### config.mk
export PLATFORM = sky130hd
export DESIGN_NAME = ccss_top
export DESIGN_NICKNAME = d
export VERILOG_FILES = /design/src/ccss_pkg.sv /design/src/ccss_pin_decode.sv /design/src/ccss_phase_seq.sv /design/src/ccss_top.sv
export SDC_FILE = /design/constraint.sdc
export NUM_CORES = 1
export LEC_CHECK = 0
export BUFFER_PORTS_ARGS = -buffer_cell sky130_fd_sc_hd__buf_4
export CAP_MARGIN = 20
export CORE_AREA = 2 2 86 121
export CTS_BUF_LIST = sky130_fd_sc_hd__clkbuf_2 sky130_fd_sc_hd__clkbuf_4 sky130_fd_sc_hd__clkbuf_8
export DETAILED_ROUTE_END_ITERATION = 10
export DIE_AREA = 0 0 88 123
export PLACE_DENSITY = 0.86
export SLEW_MARGIN = 20
export SYNTH_ARGS = -nofsm -noshare
export SYNTH_HDL_FRONTEND = slang
export SYNTH_SLANG_ARGS = --single-unit
### constraint.sdc
create_clock -name sys_clk -period 3.3 [get_ports sys_clk]
set_input_delay 0.165 -clock sys_clk [delete_from_list [all_inputs] [get_ports sys_clk]]
set_output_delay 0.165 -clock sys_clk [all_outputs]
set_load 0.005 [all_outputs]
### src/ccss_pkg.sv
// Package for the charger configuration source selector.
// Assumes a single 25 MHz clock; values are codes, not physical units.
package ccss_pkg;
  // Input current limit codes, in mA where fixed
  localparam logic [11:0] CCSS_INPUT_LIMIT_RESISTOR_PIN_100_MA  = 12'h064;
  localparam logic [11:0] CCSS_INPUT_LIMIT_RESISTOR_PIN_150_MA  = 12'h096;
  localparam logic [11:0] CCSS_INPUT_LIMIT_RESISTOR_PIN_500_MA  = 12'h1F4;
  localparam logic [11:0] CCSS_INPUT_LIMIT_RESISTOR_PIN_900_MA  = 12'h384;
  localparam logic [11:0] CCSS_INPUT_LIMIT_RESISTOR_PIN_2000_MA = 12'h7D0;
  localparam logic [11:0] CCSS_INPUT_LIMIT_RESISTOR_PIN_ZERO    = 12'h000;
  // Input voltage floor in 10 mV units
  localparam logic [9:0]  CCSS_FLOOR_436    = 10'h1B4;
  localparam logic [9:0]  CCSS_FLOOR_468    = 10'h1D4;
  localparam logic [9:0]  CCSS_FLOOR_NONE   = 10'h000;
  // Register map, byte addresses
  localparam logic [7:0]  CCSS_ADDR_CTRL    = 8'h00;
  localparam logic [7:0]  CCSS_ADDR_INPUT_LIMIT_RESISTOR_PIN    = 8'h04;
  localparam logic [7:0]  CCSS_ADDR_ICHG    = 8'h08;
  localparam logic [7:0]  CCSS_ADDR_STATUS  = 8'h0C;
  localparam logic [7:0]  CCSS_ADDR_IRQ     = 8'h10;
  localparam logic [7:0]  CCSS_ADDR_MASK    = 8'h14;
  // Control field positions
  localparam int CCSS_CTRL_WDOG_EN  = 0;
  localparam int CCSS_CTRL_KICK     = 1;
  // Interrupt bit positions
  localparam int CCSS_IRQ_WDOG      = 0;
  localparam int CCSS_IRQ_FAULT     = 1;
  localparam int CCSS_IRQ_PHASE     = 2;
  localparam int CCSS_IRQ_W         = 3;
  // Watchdog period
  localparam longint CCSS_CLK_HZ    = 25000000;
  localparam longint CCSS_WDOG_S    = 50;
  localparam longint CCSS_WDOG_CYC  = CCSS_WDOG_S * CCSS_CLK_HZ;
  // Mode and charge phase types
  typedef enum logic {CCSS_STANDALONE, CCSS_HOST} ccss_mode_type;
  typedef enum logic [2:0] {CCSS_IDLE, CCSS_TRICKLE, CCSS_PRE, CCSS_CC,
                            CCSS_CV, CCSS_DONE} ccss_phase_type;
endpackage

### src/ccss_pin_decode.sv
// Select pin decoder: input current limit and input voltage floor.
// Assumes the select pins are already synchronous to sys_clk.
`timescale 1ns/1ps
module ccss_pin_decode
(
  // Pins
  input  wire logic        limit_select_bit0,
  input  wire logic        limit_select_bit1,
  input  wire logic        limit_select_bit2,
  // Resistor-set values
  input  wire logic [11:0] ext_input_limit_resistor_pin,
  input  wire logic [9:0]  ext_floor,
  // Result
  output logic [11:0]      pin_input_limit_resistor_pin,
  output logic [9:0]       pin_floor,
  output logic             pin_hiz,
  output logic             usb3_profile
);
  import ccss_pkg::*;
  wire logic [1:0] low_sel;
  wire logic       fixed_code;
  assign low_sel = {limit_select_bit1, limit_select_bit0};
  // Highest pin picks the current set
  assign usb3_profile = limit_select_bit2;
  assign pin_hiz    = (low_sel == 2'h3);
  assign fixed_code = !low_sel[0];
  // Limit table
  assign pin_input_limit_resistor_pin = (low_sel == 2'h1) ? ext_input_limit_resistor_pin :
                    (low_sel == 2'h3) ? CCSS_INPUT_LIMIT_RESISTOR_PIN_ZERO :
                    (low_sel == 2'h0) ?
                      (usb3_profile ? CCSS_INPUT_LIMIT_RESISTOR_PIN_900_MA : CCSS_INPUT_LIMIT_RESISTOR_PIN_500_MA) :
                      (usb3_profile ? CCSS_INPUT_LIMIT_RESISTOR_PIN_150_MA : CCSS_INPUT_LIMIT_RESISTOR_PIN_100_MA);
  // Floor follows the code
  assign pin_floor = fixed_code ? CCSS_FLOOR_436 :
                     pin_hiz    ? CCSS_FLOOR_NONE : ext_floor;
endmodule

### src/ccss_phase_seq.sv
// Charge phase sequencer: trickle, pre-charge, constant current, voltage.
// Assumes threshold flags come from the analog front end, synchronous.
`timescale 1ns/1ps
module ccss_phase_seq
(
  // Clock and reset
  input  wire logic          sys_clk,
  input  wire logic          nrst,
  // Conditions
  input  wire logic          charge_ok,
  input  wire logic          above_trickle,
  input  wire logic          above_pre,
  input  wire logic          at_regulation,
  input  wire logic          taper_done,
  // Phase
  output ccss_pkg::ccss_phase_type phase,
  output logic               phase_change
);
  import ccss_pkg::*;
  ccss_phase_type phase_ff;
  ccss_phase_type nxt_phase;
  // Strictly sequential phases; a suspend returns to idle
  always_comb
  begin
    nxt_phase = phase_ff;
    if (!charge_ok)
      nxt_phase = CCSS_IDLE;
    else
      case (phase_ff)
        CCSS_IDLE:    nxt_phase = CCSS_TRICKLE;
        CCSS_TRICKLE: if (above_trickle) nxt_phase = CCSS_PRE;
        CCSS_PRE:     if (above_pre) nxt_phase = CCSS_CC;
        CCSS_CC:      if (at_regulation) nxt_phase = CCSS_CV;
        CCSS_CV:      if (taper_done) nxt_phase = CCSS_DONE;
        CCSS_DONE:    nxt_phase = CCSS_DONE;
        default:      nxt_phase = CCSS_IDLE;
      endcase
  end
  always_ff @(posedge sys_clk or negedge nrst)
  begin
    if (!nrst)
      phase_ff <= CCSS_IDLE;
    else
      phase_ff <= nxt_phase;
  end
  assign phase        = phase_ff;
  assign phase_change = (nxt_phase != phase_ff);
endmodule

### src/ccss_top.sv
// Configuration source selector for a single-cell charger.
// Assumes a synchronous register port driven by the serial-bus bridge.
//
// Summary of operation
// Host mode uses registers, status readable
// Standalone uses resistor-sensed limits
// Dedicated charging adapter forces standalone defaults
// Host mode only while accessed, watchdog alive
// Watchdog expiry returns to standalone
// On power good, pick source by command
// Low profile: 500, resistor, 100, high-Z
// High profile: 900, resistor, 150, high-Z
// Floor follows select pins
// Highest select pin picks USB profile
// No-pin variant uses port detection limit
// Without detection host may program limit
// Shorted input limit resistor gives 2 A
// Shorted charge resistor faults, suspends charge
// Four charge phases in order
// Reset into standalone, decision registered
//
// Our own choices: the address map and the address-and-strobe port.
`timescale 1ns/1ps
module ccss_top
#(
  parameter longint WDOG_CYCLES = ccss_pkg::CCSS_WDOG_CYC,
  parameter bit     HAS_PINS    = 1'b1
)
(
  // Clock and reset
  input  wire logic        sys_clk,
  input  wire logic        nrst,
  // Register port
  input  wire logic [7:0]  reg_addr,
  input  wire logic [31:0] reg_wdata,
  input  wire logic        reg_write,
  input  wire logic        reg_read,
  output logic [31:0]      reg_rdata,
  // Select pins
  input  wire logic        limit_select_bit0,
  input  wire logic        limit_select_bit1,
  input  wire logic        limit_select_bit2,
  // Resistor sense results
  input  wire logic [11:0] input_limit_resistor_pin,
  input  wire logic        input_limit_shorted,
  input  wire logic [11:0] charge_current_resistor_pin,
  input  wire logic        charge_current_shorted,
  input  wire logic [9:0]  input_floor_resistor_pin,
  input  wire logic        input_floor_shorted,
  // Environment
  input  wire logic        power_good,
  input  wire logic        dcp_present,
  input  wire logic        dpdm_used,
  input  wire logic [11:0] port_detect_input_limit_resistor_pin,
  input  wire logic        above_trickle,
  input  wire logic        above_pre,
  input  wire logic        at_regulation,
  input  wire logic        taper_done,
  // Results
  output logic [11:0]      input_limit,
  output logic [11:0]      charge_limit,
  output logic [9:0]       input_voltage_floor,
  output logic             input_hiz,
  output logic             usb3_profile,
  output logic             host_mode,
  output logic             charge_fault,
  output ccss_pkg::ccss_phase_type charge_phase,
  output logic             irq
);
  import ccss_pkg::*;

  ////////////////////////////////////////////////////////////////////////
  // Register storage
  logic [1:0]           ctrl_ff;
  logic [11:0]          host_input_limit_resistor_pin_ff;
  logic [11:0]          host_ichg_ff;
  logic [CCSS_IRQ_W-1:0] irq_ff;
  logic [CCSS_IRQ_W-1:0] mask_ff;
  logic [31:0]          rdata_ff;
  logic [31:0]          wdog_ff;
  logic                 cmd_seen_ff;
  logic                 pg_ff;
  logic                 fault_ff;
  ccss_mode_type        mode_ff;
  ccss_mode_type        nxt_mode;

  // Decode
  wire logic wr_ctrl   = reg_write && (reg_addr == CCSS_ADDR_CTRL);
  wire logic wr_input_limit_resistor_pin   = reg_write && (reg_addr == CCSS_ADDR_INPUT_LIMIT_RESISTOR_PIN);
  wire logic wr_ichg   = reg_write && (reg_addr == CCSS_ADDR_ICHG);
  wire logic wr_irq    = reg_write && (reg_addr == CCSS_ADDR_IRQ);
  wire logic wr_mask   = reg_write && (reg_addr == CCSS_ADDR_MASK);
  wire logic access    = reg_write || reg_read;
  wire logic wdog_en   = ctrl_ff[CCSS_CTRL_WDOG_EN];
  wire logic wdog_hit  = wdog_en && (wdog_ff == 32'h0) &&
                         (mode_ff == CCSS_HOST);
  wire logic pg_rise   = power_good && !pg_ff;

  ////////////////////////////////////////////////////////////////////////
  // Pin decode and charge sequencing
  logic [11:0]    pin_input_limit_resistor_pin;
  logic [9:0]     pin_floor;
  logic           pin_hiz;
  logic           phase_change;
  ccss_phase_type phase;
  wire logic [11:0] ext_input_limit_resistor_pin;
  wire logic [9:0]  ext_floor;
  // A shorted limit pin selects the internal 2 A default
  assign ext_input_limit_resistor_pin  = input_limit_shorted ? CCSS_INPUT_LIMIT_RESISTOR_PIN_2000_MA
                                         : input_limit_resistor_pin;
  assign ext_floor = input_floor_shorted ? CCSS_FLOOR_468
                                         : input_floor_resistor_pin;

  ccss_pin_decode u_dec
  (
    .limit_select_bit0 (limit_select_bit0),
    .limit_select_bit1 (limit_select_bit1),
    .limit_select_bit2 (limit_select_bit2),
    .ext_input_limit_resistor_pin          (ext_input_limit_resistor_pin),
    .ext_floor         (ext_floor),
    .pin_input_limit_resistor_pin          (pin_input_limit_resistor_pin),
    .pin_floor         (pin_floor),
    .pin_hiz           (pin_hiz),
    .usb3_profile      (usb3_profile)
  );

  // Charging holds off while the charge resistor is shorted
  ccss_phase_seq u_seq
  (
    .sys_clk       (sys_clk),
    .nrst          (nrst),
    .charge_ok     (power_good && !fault_ff),
    .above_trickle (above_trickle),
    .above_pre     (above_pre),
    .at_regulation (at_regulation),
    .taper_done    (taper_done),
    .phase         (phase),
    .phase_change  (phase_change)
  );
  assign charge_phase = phase;

  ////////////////////////////////////////////////////////////////////////
  // Mode decision: host only while commanded, watchdog alive, no DCP
  always_comb
  begin
    nxt_mode = mode_ff;
    if (dcp_present || !power_good)
      nxt_mode = CCSS_STANDALONE;
    else if (wdog_hit)
      nxt_mode = CCSS_STANDALONE;
    else if (pg_rise)
      nxt_mode = (cmd_seen_ff || access) ? CCSS_HOST
                                         : CCSS_STANDALONE;
    else if (access && power_good)
      nxt_mode = CCSS_HOST;
  end

  // Decision is a flop so pin changes are seen on the clock
  always_ff @(posedge sys_clk or negedge nrst)
  begin
    if (!nrst)
      mode_ff <= CCSS_STANDALONE;
    else
      mode_ff <= nxt_mode;
  end

  // Remembers any bus command since reset or the last watchdog expiry for the power-good check
  always_ff @(posedge sys_clk or negedge nrst)
  begin
    if (!nrst)
    begin
      cmd_seen_ff <= 1'b0;
      pg_ff       <= 1'b0;
    end
    else
    begin
      cmd_seen_ff <= (cmd_seen_ff || access) && !wdog_hit;
      pg_ff       <= power_good;
    end
  end

  // Watchdog reloads on every access; counts only in host mode
  always_ff @(posedge sys_clk or negedge nrst)
  begin
    if (!nrst)
      wdog_ff <= 32'h0;
    else if (access || mode_ff != CCSS_HOST)
      wdog_ff <= 32'(WDOG_CYCLES - 1);
    else if (wdog_ff != 32'h0)
      wdog_ff <= wdog_ff - 32'h1;
  end

  // Charge resistor short is registered as a fault, cleared when the short goes
  always_ff @(posedge sys_clk or negedge nrst)
  begin
    if (!nrst)
      fault_ff <= 1'b0;
    else
      fault_ff <= charge_current_shorted;
  end

  ////////////////////////////////////////////////////////////////////////
  // Output selection
  wire logic        host_sel  = (mode_ff == CCSS_HOST);
  wire logic [11:0] sa_input_limit_resistor_pin   = HAS_PINS ? pin_input_limit_resistor_pin : port_detect_input_limit_resistor_pin;
  // Host may set the limit only when data-line detection unused
  wire logic        host_lim  = host_sel && !dpdm_used;
  assign input_limit  = host_lim ? host_input_limit_resistor_pin_ff : sa_input_limit_resistor_pin;
  assign charge_limit = host_sel ? host_ichg_ff
                                 : charge_current_resistor_pin;
  assign input_voltage_floor = pin_floor;
  assign input_hiz    = HAS_PINS && pin_hiz && !host_lim;
  assign host_mode    = host_sel;
  assign charge_fault = fault_ff;

  ////////////////////////////////////////////////////////////////////////
  // Configuration registers written by the host
  always_ff @(posedge sys_clk or negedge nrst)
  begin
    if (!nrst)
    begin
      ctrl_ff      <= 2'h1;
      host_input_limit_resistor_pin_ff <= CCSS_INPUT_LIMIT_RESISTOR_PIN_500_MA;
      host_ichg_ff <= 12'h1F4;
      mask_ff      <= '0;
    end
    else
    begin
      if (wr_ctrl)
        ctrl_ff <= reg_wdata[1:0];
      if (wr_input_limit_resistor_pin)
        host_input_limit_resistor_pin_ff <= reg_wdata[11:0];
      if (wr_ichg)
        host_ichg_ff <= reg_wdata[11:0];
      if (wr_mask)
        mask_ff <= reg_wdata[CCSS_IRQ_W-1:0];
    end
  end

  // Sticky events; a new event wins over a write-one clear
  wire logic [CCSS_IRQ_W-1:0] irq_set = {phase_change,
                                         charge_current_shorted && !fault_ff,
                                         wdog_hit};
  wire logic [CCSS_IRQ_W-1:0] irq_clr = wr_irq ? reg_wdata[CCSS_IRQ_W-1:0]
                                               : '0;
  always_ff @(posedge sys_clk or negedge nrst)
  begin
    if (!nrst)
      irq_ff <= '0;
    else
      irq_ff <= (irq_ff & ~irq_clr) | irq_set;
  end
  assign irq = |(irq_ff & mask_ff);

  // Status readback
  wire logic [31:0] status_word = {19'h0, phase, usb3_profile, pin_hiz,
                                   fault_ff, host_sel, cmd_seen_ff,
                                   power_good, dcp_present, wdog_en,
                                   charge_current_shorted, input_limit_shorted};
  wire logic [31:0] rd_mux =
    (reg_addr == CCSS_ADDR_CTRL)   ? {30'h0, ctrl_ff} :
    (reg_addr == CCSS_ADDR_INPUT_LIMIT_RESISTOR_PIN)   ? {20'h0, host_input_limit_resistor_pin_ff} :
    (reg_addr == CCSS_ADDR_ICHG)   ? {20'h0, host_ichg_ff} :
    (reg_addr == CCSS_ADDR_STATUS) ? status_word :
    (reg_addr == CCSS_ADDR_IRQ)    ? {29'h0, irq_ff} :
    (reg_addr == CCSS_ADDR_MASK)   ? {29'h0, mask_ff} : 32'h0;

  // Read data stand one cycle after the strobe only
  always_ff @(posedge sys_clk or negedge nrst)
  begin
    if (!nrst)
      rdata_ff <= 32'h0;
    else
      rdata_ff <= reg_read ? rd_mux : 32'h0;
  end
  assign reg_rdata = rdata_ff;
endmodule

==> out/results.env <==
CTS-RESIZED-GATES=0
PATH_CLK_SLEW_PS=90
NETLIST_TOP_CELLS_AREA='dfrtp_1 (36%), mux2_2 (11%), dfstp_2 (7.0%)'
FINALCRITICALPERIOD_PS=2578
LAYOUTNONFILLERINSTCOUNT=782
CP-END-KIND='flop'
SYNTH-SEQ-CELLS=84
GRT_PASS1_WL_MM=21.79
SYNTH.CELL_AREA_UM2=4898
SYNTH_CELL_TYPE_COUNT=59
GRT_START_MAX_NET_PINS=85
COUNT_OF_FLIP_FLOPS_WITH_A_BUILT_IN_ENABLE_AFTER_SYNTHESIS=0
RSZ0062_AT_GRT='false'
HOLD-PATH-ENDPOINT='host_ichg_ff[4]'
NUMBER_OF_SEARCH_AND_REPAIR_ITERATIONS_IN_THE_FIRST_DETAILED_ROUTING_PASS=5
FINISH.NET_COUNT=750
NUMBER_OF_GLOBAL_ROUTE_VIAS_BEFORE_REPAIR=4542
FLOORPLAN.DIE.HEIGHT_UM=123
POWER.TOTAL_W=0.002169
DRT_ITER0_MARKERS=301
ANTENNA_FOUND_INITIAL=0
FINALWIRELENGTH_MM=13.48
POWER_LEAKAGE_nW=2.755
STATUS='completed'
YOSYS_WARNINGS=0
SETUP.REG_TO_REG.WORST_SLACK_PS=720
CLOCKBUFFERDEPTH=2
GPL.FINAL_WEIGHTED_CONGESTION=0.9167
TRITONCTS.NUM_BUFFERS=9
CP_MAX_FO=5
START_KIND='flop'
MIN-DELAY-START='reg_wdata[4]'
PORT_BUFFERS=125
HOLD_DEPTH=2
MIN_PATH_TYPE='input pin to flop'
FLOW.AREA_GROWTH_FROM_SYNTHESIS_PCT=24.85
NETLIST_INSTANCES=524
CTS_HOLD_BUF=2
SYNTH_LARGEST_TYPE_AREA_FRACTION=0.3627
WL_PER_CELL_UM=17.24
VIA_COUNT=4555
CRIT-REG2REG-CAPTURE='wdog_ff[27]'
INITIAL_CORE_UTIL=0.5030
SKEW_PS=13.06
FINALHOLDVIOLATIONS=0
SYNTH-ASYNC-RESET-RATIO=1.000
DP_CELLS=763
SETUP.WORST_PATH.START='wdog_ff[0]'
H-TREE-DEPTH=3
POST-SYNTH-TOP-COUNT-CELL='dfrtp_1'
AVERAGE_CELL_AREA_AFTER_SYNTHESIS_UM2=9.348
POWER-PER-CELL-AREA_nW_PER_UM2=354.6
GR-TOTAL-OVERFLOW=0
CPMAXSTAGEDELAYCELL='or4_1'
CTS_TREE='done'
WORSTREGTOREGCELLS=7
TIMING.SETUP.CRITICAL_PATH_CLASS='flop to flop'
CLKSINKCOUNT=84
FINAL_UTIL=0.6280
YOSYSTOPAREACELL='dfrtp_1'
TIMING.MAX_SLEW.REL_SLACK=0.4942
WORST_SLEW_PIN_SLEW_PS=758.6
DIE_AREA_UM2=10820
SETUP_TOTAL_NEG_SLACK_PS=0
FILLCELLCOUNT=782
DETAILED_PLACEMENT_WIRELENGTH_ESTIMATE_MM=10.25
CORE.ROWCOUNT=43
CORE_AREA_UM2=9738
VIAS_PER_CELL=5.825
CP_CELL_SEQUENCE='inv_1, ha_1, nor4b_1, nand4_1, or4_1, a311oi_1, a31oi_1'
FINAL_LAYOUT_SIZE_SUFFIX_GT1_FRAC=0.3431
HIGHEST_ATTAINABLE_CLOCK_FREQUENCY_MHz=387.9
FINAL.HOLD.WORST_SLACK_PS=44.58
DIE_WIDTH_UM=88
TOP_FF_CELL_SYNTH='dfrtp_1'
ANTENNA_CELLS_INSERTED=0
CRIT-REG2REG-LAUNCH='wdog_ff[0]'
LAYOUT_WORST_PATH_CYCLE_SHARE=0.7813
WORST_EP_REQUIRED_TIME_PS=3520
GLOBAL_ROUTE.USAGE.TOTAL=0.2569
CAP_VIOL_MAX_COUNT=0
SYNTH.YOSYS.SEQ_AREA_SHARE=0.4324
PEAKVDDDROP_mV=0.2639
REPORT.FINAL.SLEW_VIOL_COUNT=0
SYNTHTOPCELLSBYCOUNT='dfrtp_1 (71), nor2_1 (51), mux2_2 (49), nand2_1 (40)'
DRT_DRC_VIOLATIONS_LEFT=0
CLKLATENCYLATEPIN_PS=360
SETUP_VIOLATIONS=0
IOS=177
TIMING.CRITICAL_PATH.SLOWEST_CELL_DELAY_PS=660
ANTENNA_LEFT=0
ARRIVAL_TIME_AT_THE_WORST_ENDPOINT_PS=2790
CTS_SETUP_BUFFERS=0
ROOT_BUF_CELL='clkbuf_8'
-- state kept, by name, indices dropped and copies added (netlist names) --
signal and cells:
pg_ff 1, charge_fault 1, host_ichg_ff 12, reg_rdata 13, wdog_ff 32, ctrl_ff 2
host_mode 1, mask_ff 3, irq_ff 3, u_seq.phase 3, cmd_seen_ff 1, host_input_limit_resistor_pin_ff 12
-- layout make-up --
cell class / count / area, um^2 / share of cell area
Tap cell: 135 / 168.9 / 0.02762
Clock buffer: 12 / 165.2 / 0.02700
Timing Repair Buffer: 138 / 1047 / 0.1712
Clock inverter: 4 / 55.05 / 0.009002
Multi-Input combinational cell: 391 / 2494 / 0.4077
Inverter: 18 / 67.56 / 0.01105
Sequential cell: 84 / 2118 / 0.3464
-- layout by cell type (no fill, tap or decap), drive strengths merged, types with 3 or more instances in the layout --
cell type / synthesis / routed
and4: 4 / 4
a21oi: 29 / 29
nor4: 8 / 8
dfstp: 13 / 13
mux2i: 4 / 4
nand3: 15 / 15
a311oi: 3 / 3
a22oi: 10 / 10
dfrtp: 71 / 71
a31oi: 4 / 4
inv: 18 / 19
o21ai: 31 / 31
nor2: 51 / 51
ha: 5 / 5
dlygate4sd3: 0 / 3
nor3: 16 / 16
and3: 13 / 13
or4: 13 / 13
and2: 3 / 3
nor2b: 4 / 4
buf: 26 / 135
nand2b: 7 / 7
nand2: 40 / 40
mux2: 49 / 49
or3: 16 / 16
conb: 1 / 19
clkbuf: 23 / 12
nand4: 5 / 5
o31ai: 10 / 10
-- per-stage QoR --
stage / setup WS [ps] / cell area [um^2]
after floorplan: 835.6 / 4966
after global placement: 840.9 / 5862
after detailed placement: 801.9 / 5862
after CTS: 767.1 / 6102
after global routing: 463.4 / 6116
final: 721.8 / 6116
-- worst max-delay path, delay by kind of cell, from the launching register on --
family,cells,cell delay [ps]
AOI/OAI and AO/OA,2,400
DFF,1,410
and+or+nand+nor,3,1300
buffers and inverters,1,150
adders and majority gates,1,180
-- worst max path at each step --
stage	depth (start not counted)	end
2_1_floorplan	8	wdog_ff[2]
3_3_place_gp	5	wdog_ff[26]
3_5_place_dp	7	wdog_ff[27]
4_1_cts	7	wdog_ff[26]
5_1_grt	5	wdog_ff[27]
6_report	7	wdog_ff[27]
-- kinds of logic (layout without fill, tap and decap cells) --
logic type	count (synthesis)	count (layout)	share of synthesized area
xor+xnor	1	1	0.001788
simple gates	201	201	0.2135
compound gates	112	112	0.1456
flops	84	84	0.4324
mux	53	53	0.1208
fa+ha+maj	5	5	0.01277
other cells	1	19	0.0007655
buf+inv	67	172	0.07228
-- power by group --
group          switching [W]  internal [W]  total (W)
Combinational       0.000136      0.000154   0.000289
Clock               0.000384      0.000416   0.000800
Sequential         0.0000230       0.00106    0.00108
-- routing by layer --
layer	wire length (um)	track usage
met5	0	0
met2	7552	0.4886
met3	790	0.04072
met1	4837	0.2785
met4	301	0.09904
Power figures use the tool's default switching activity.
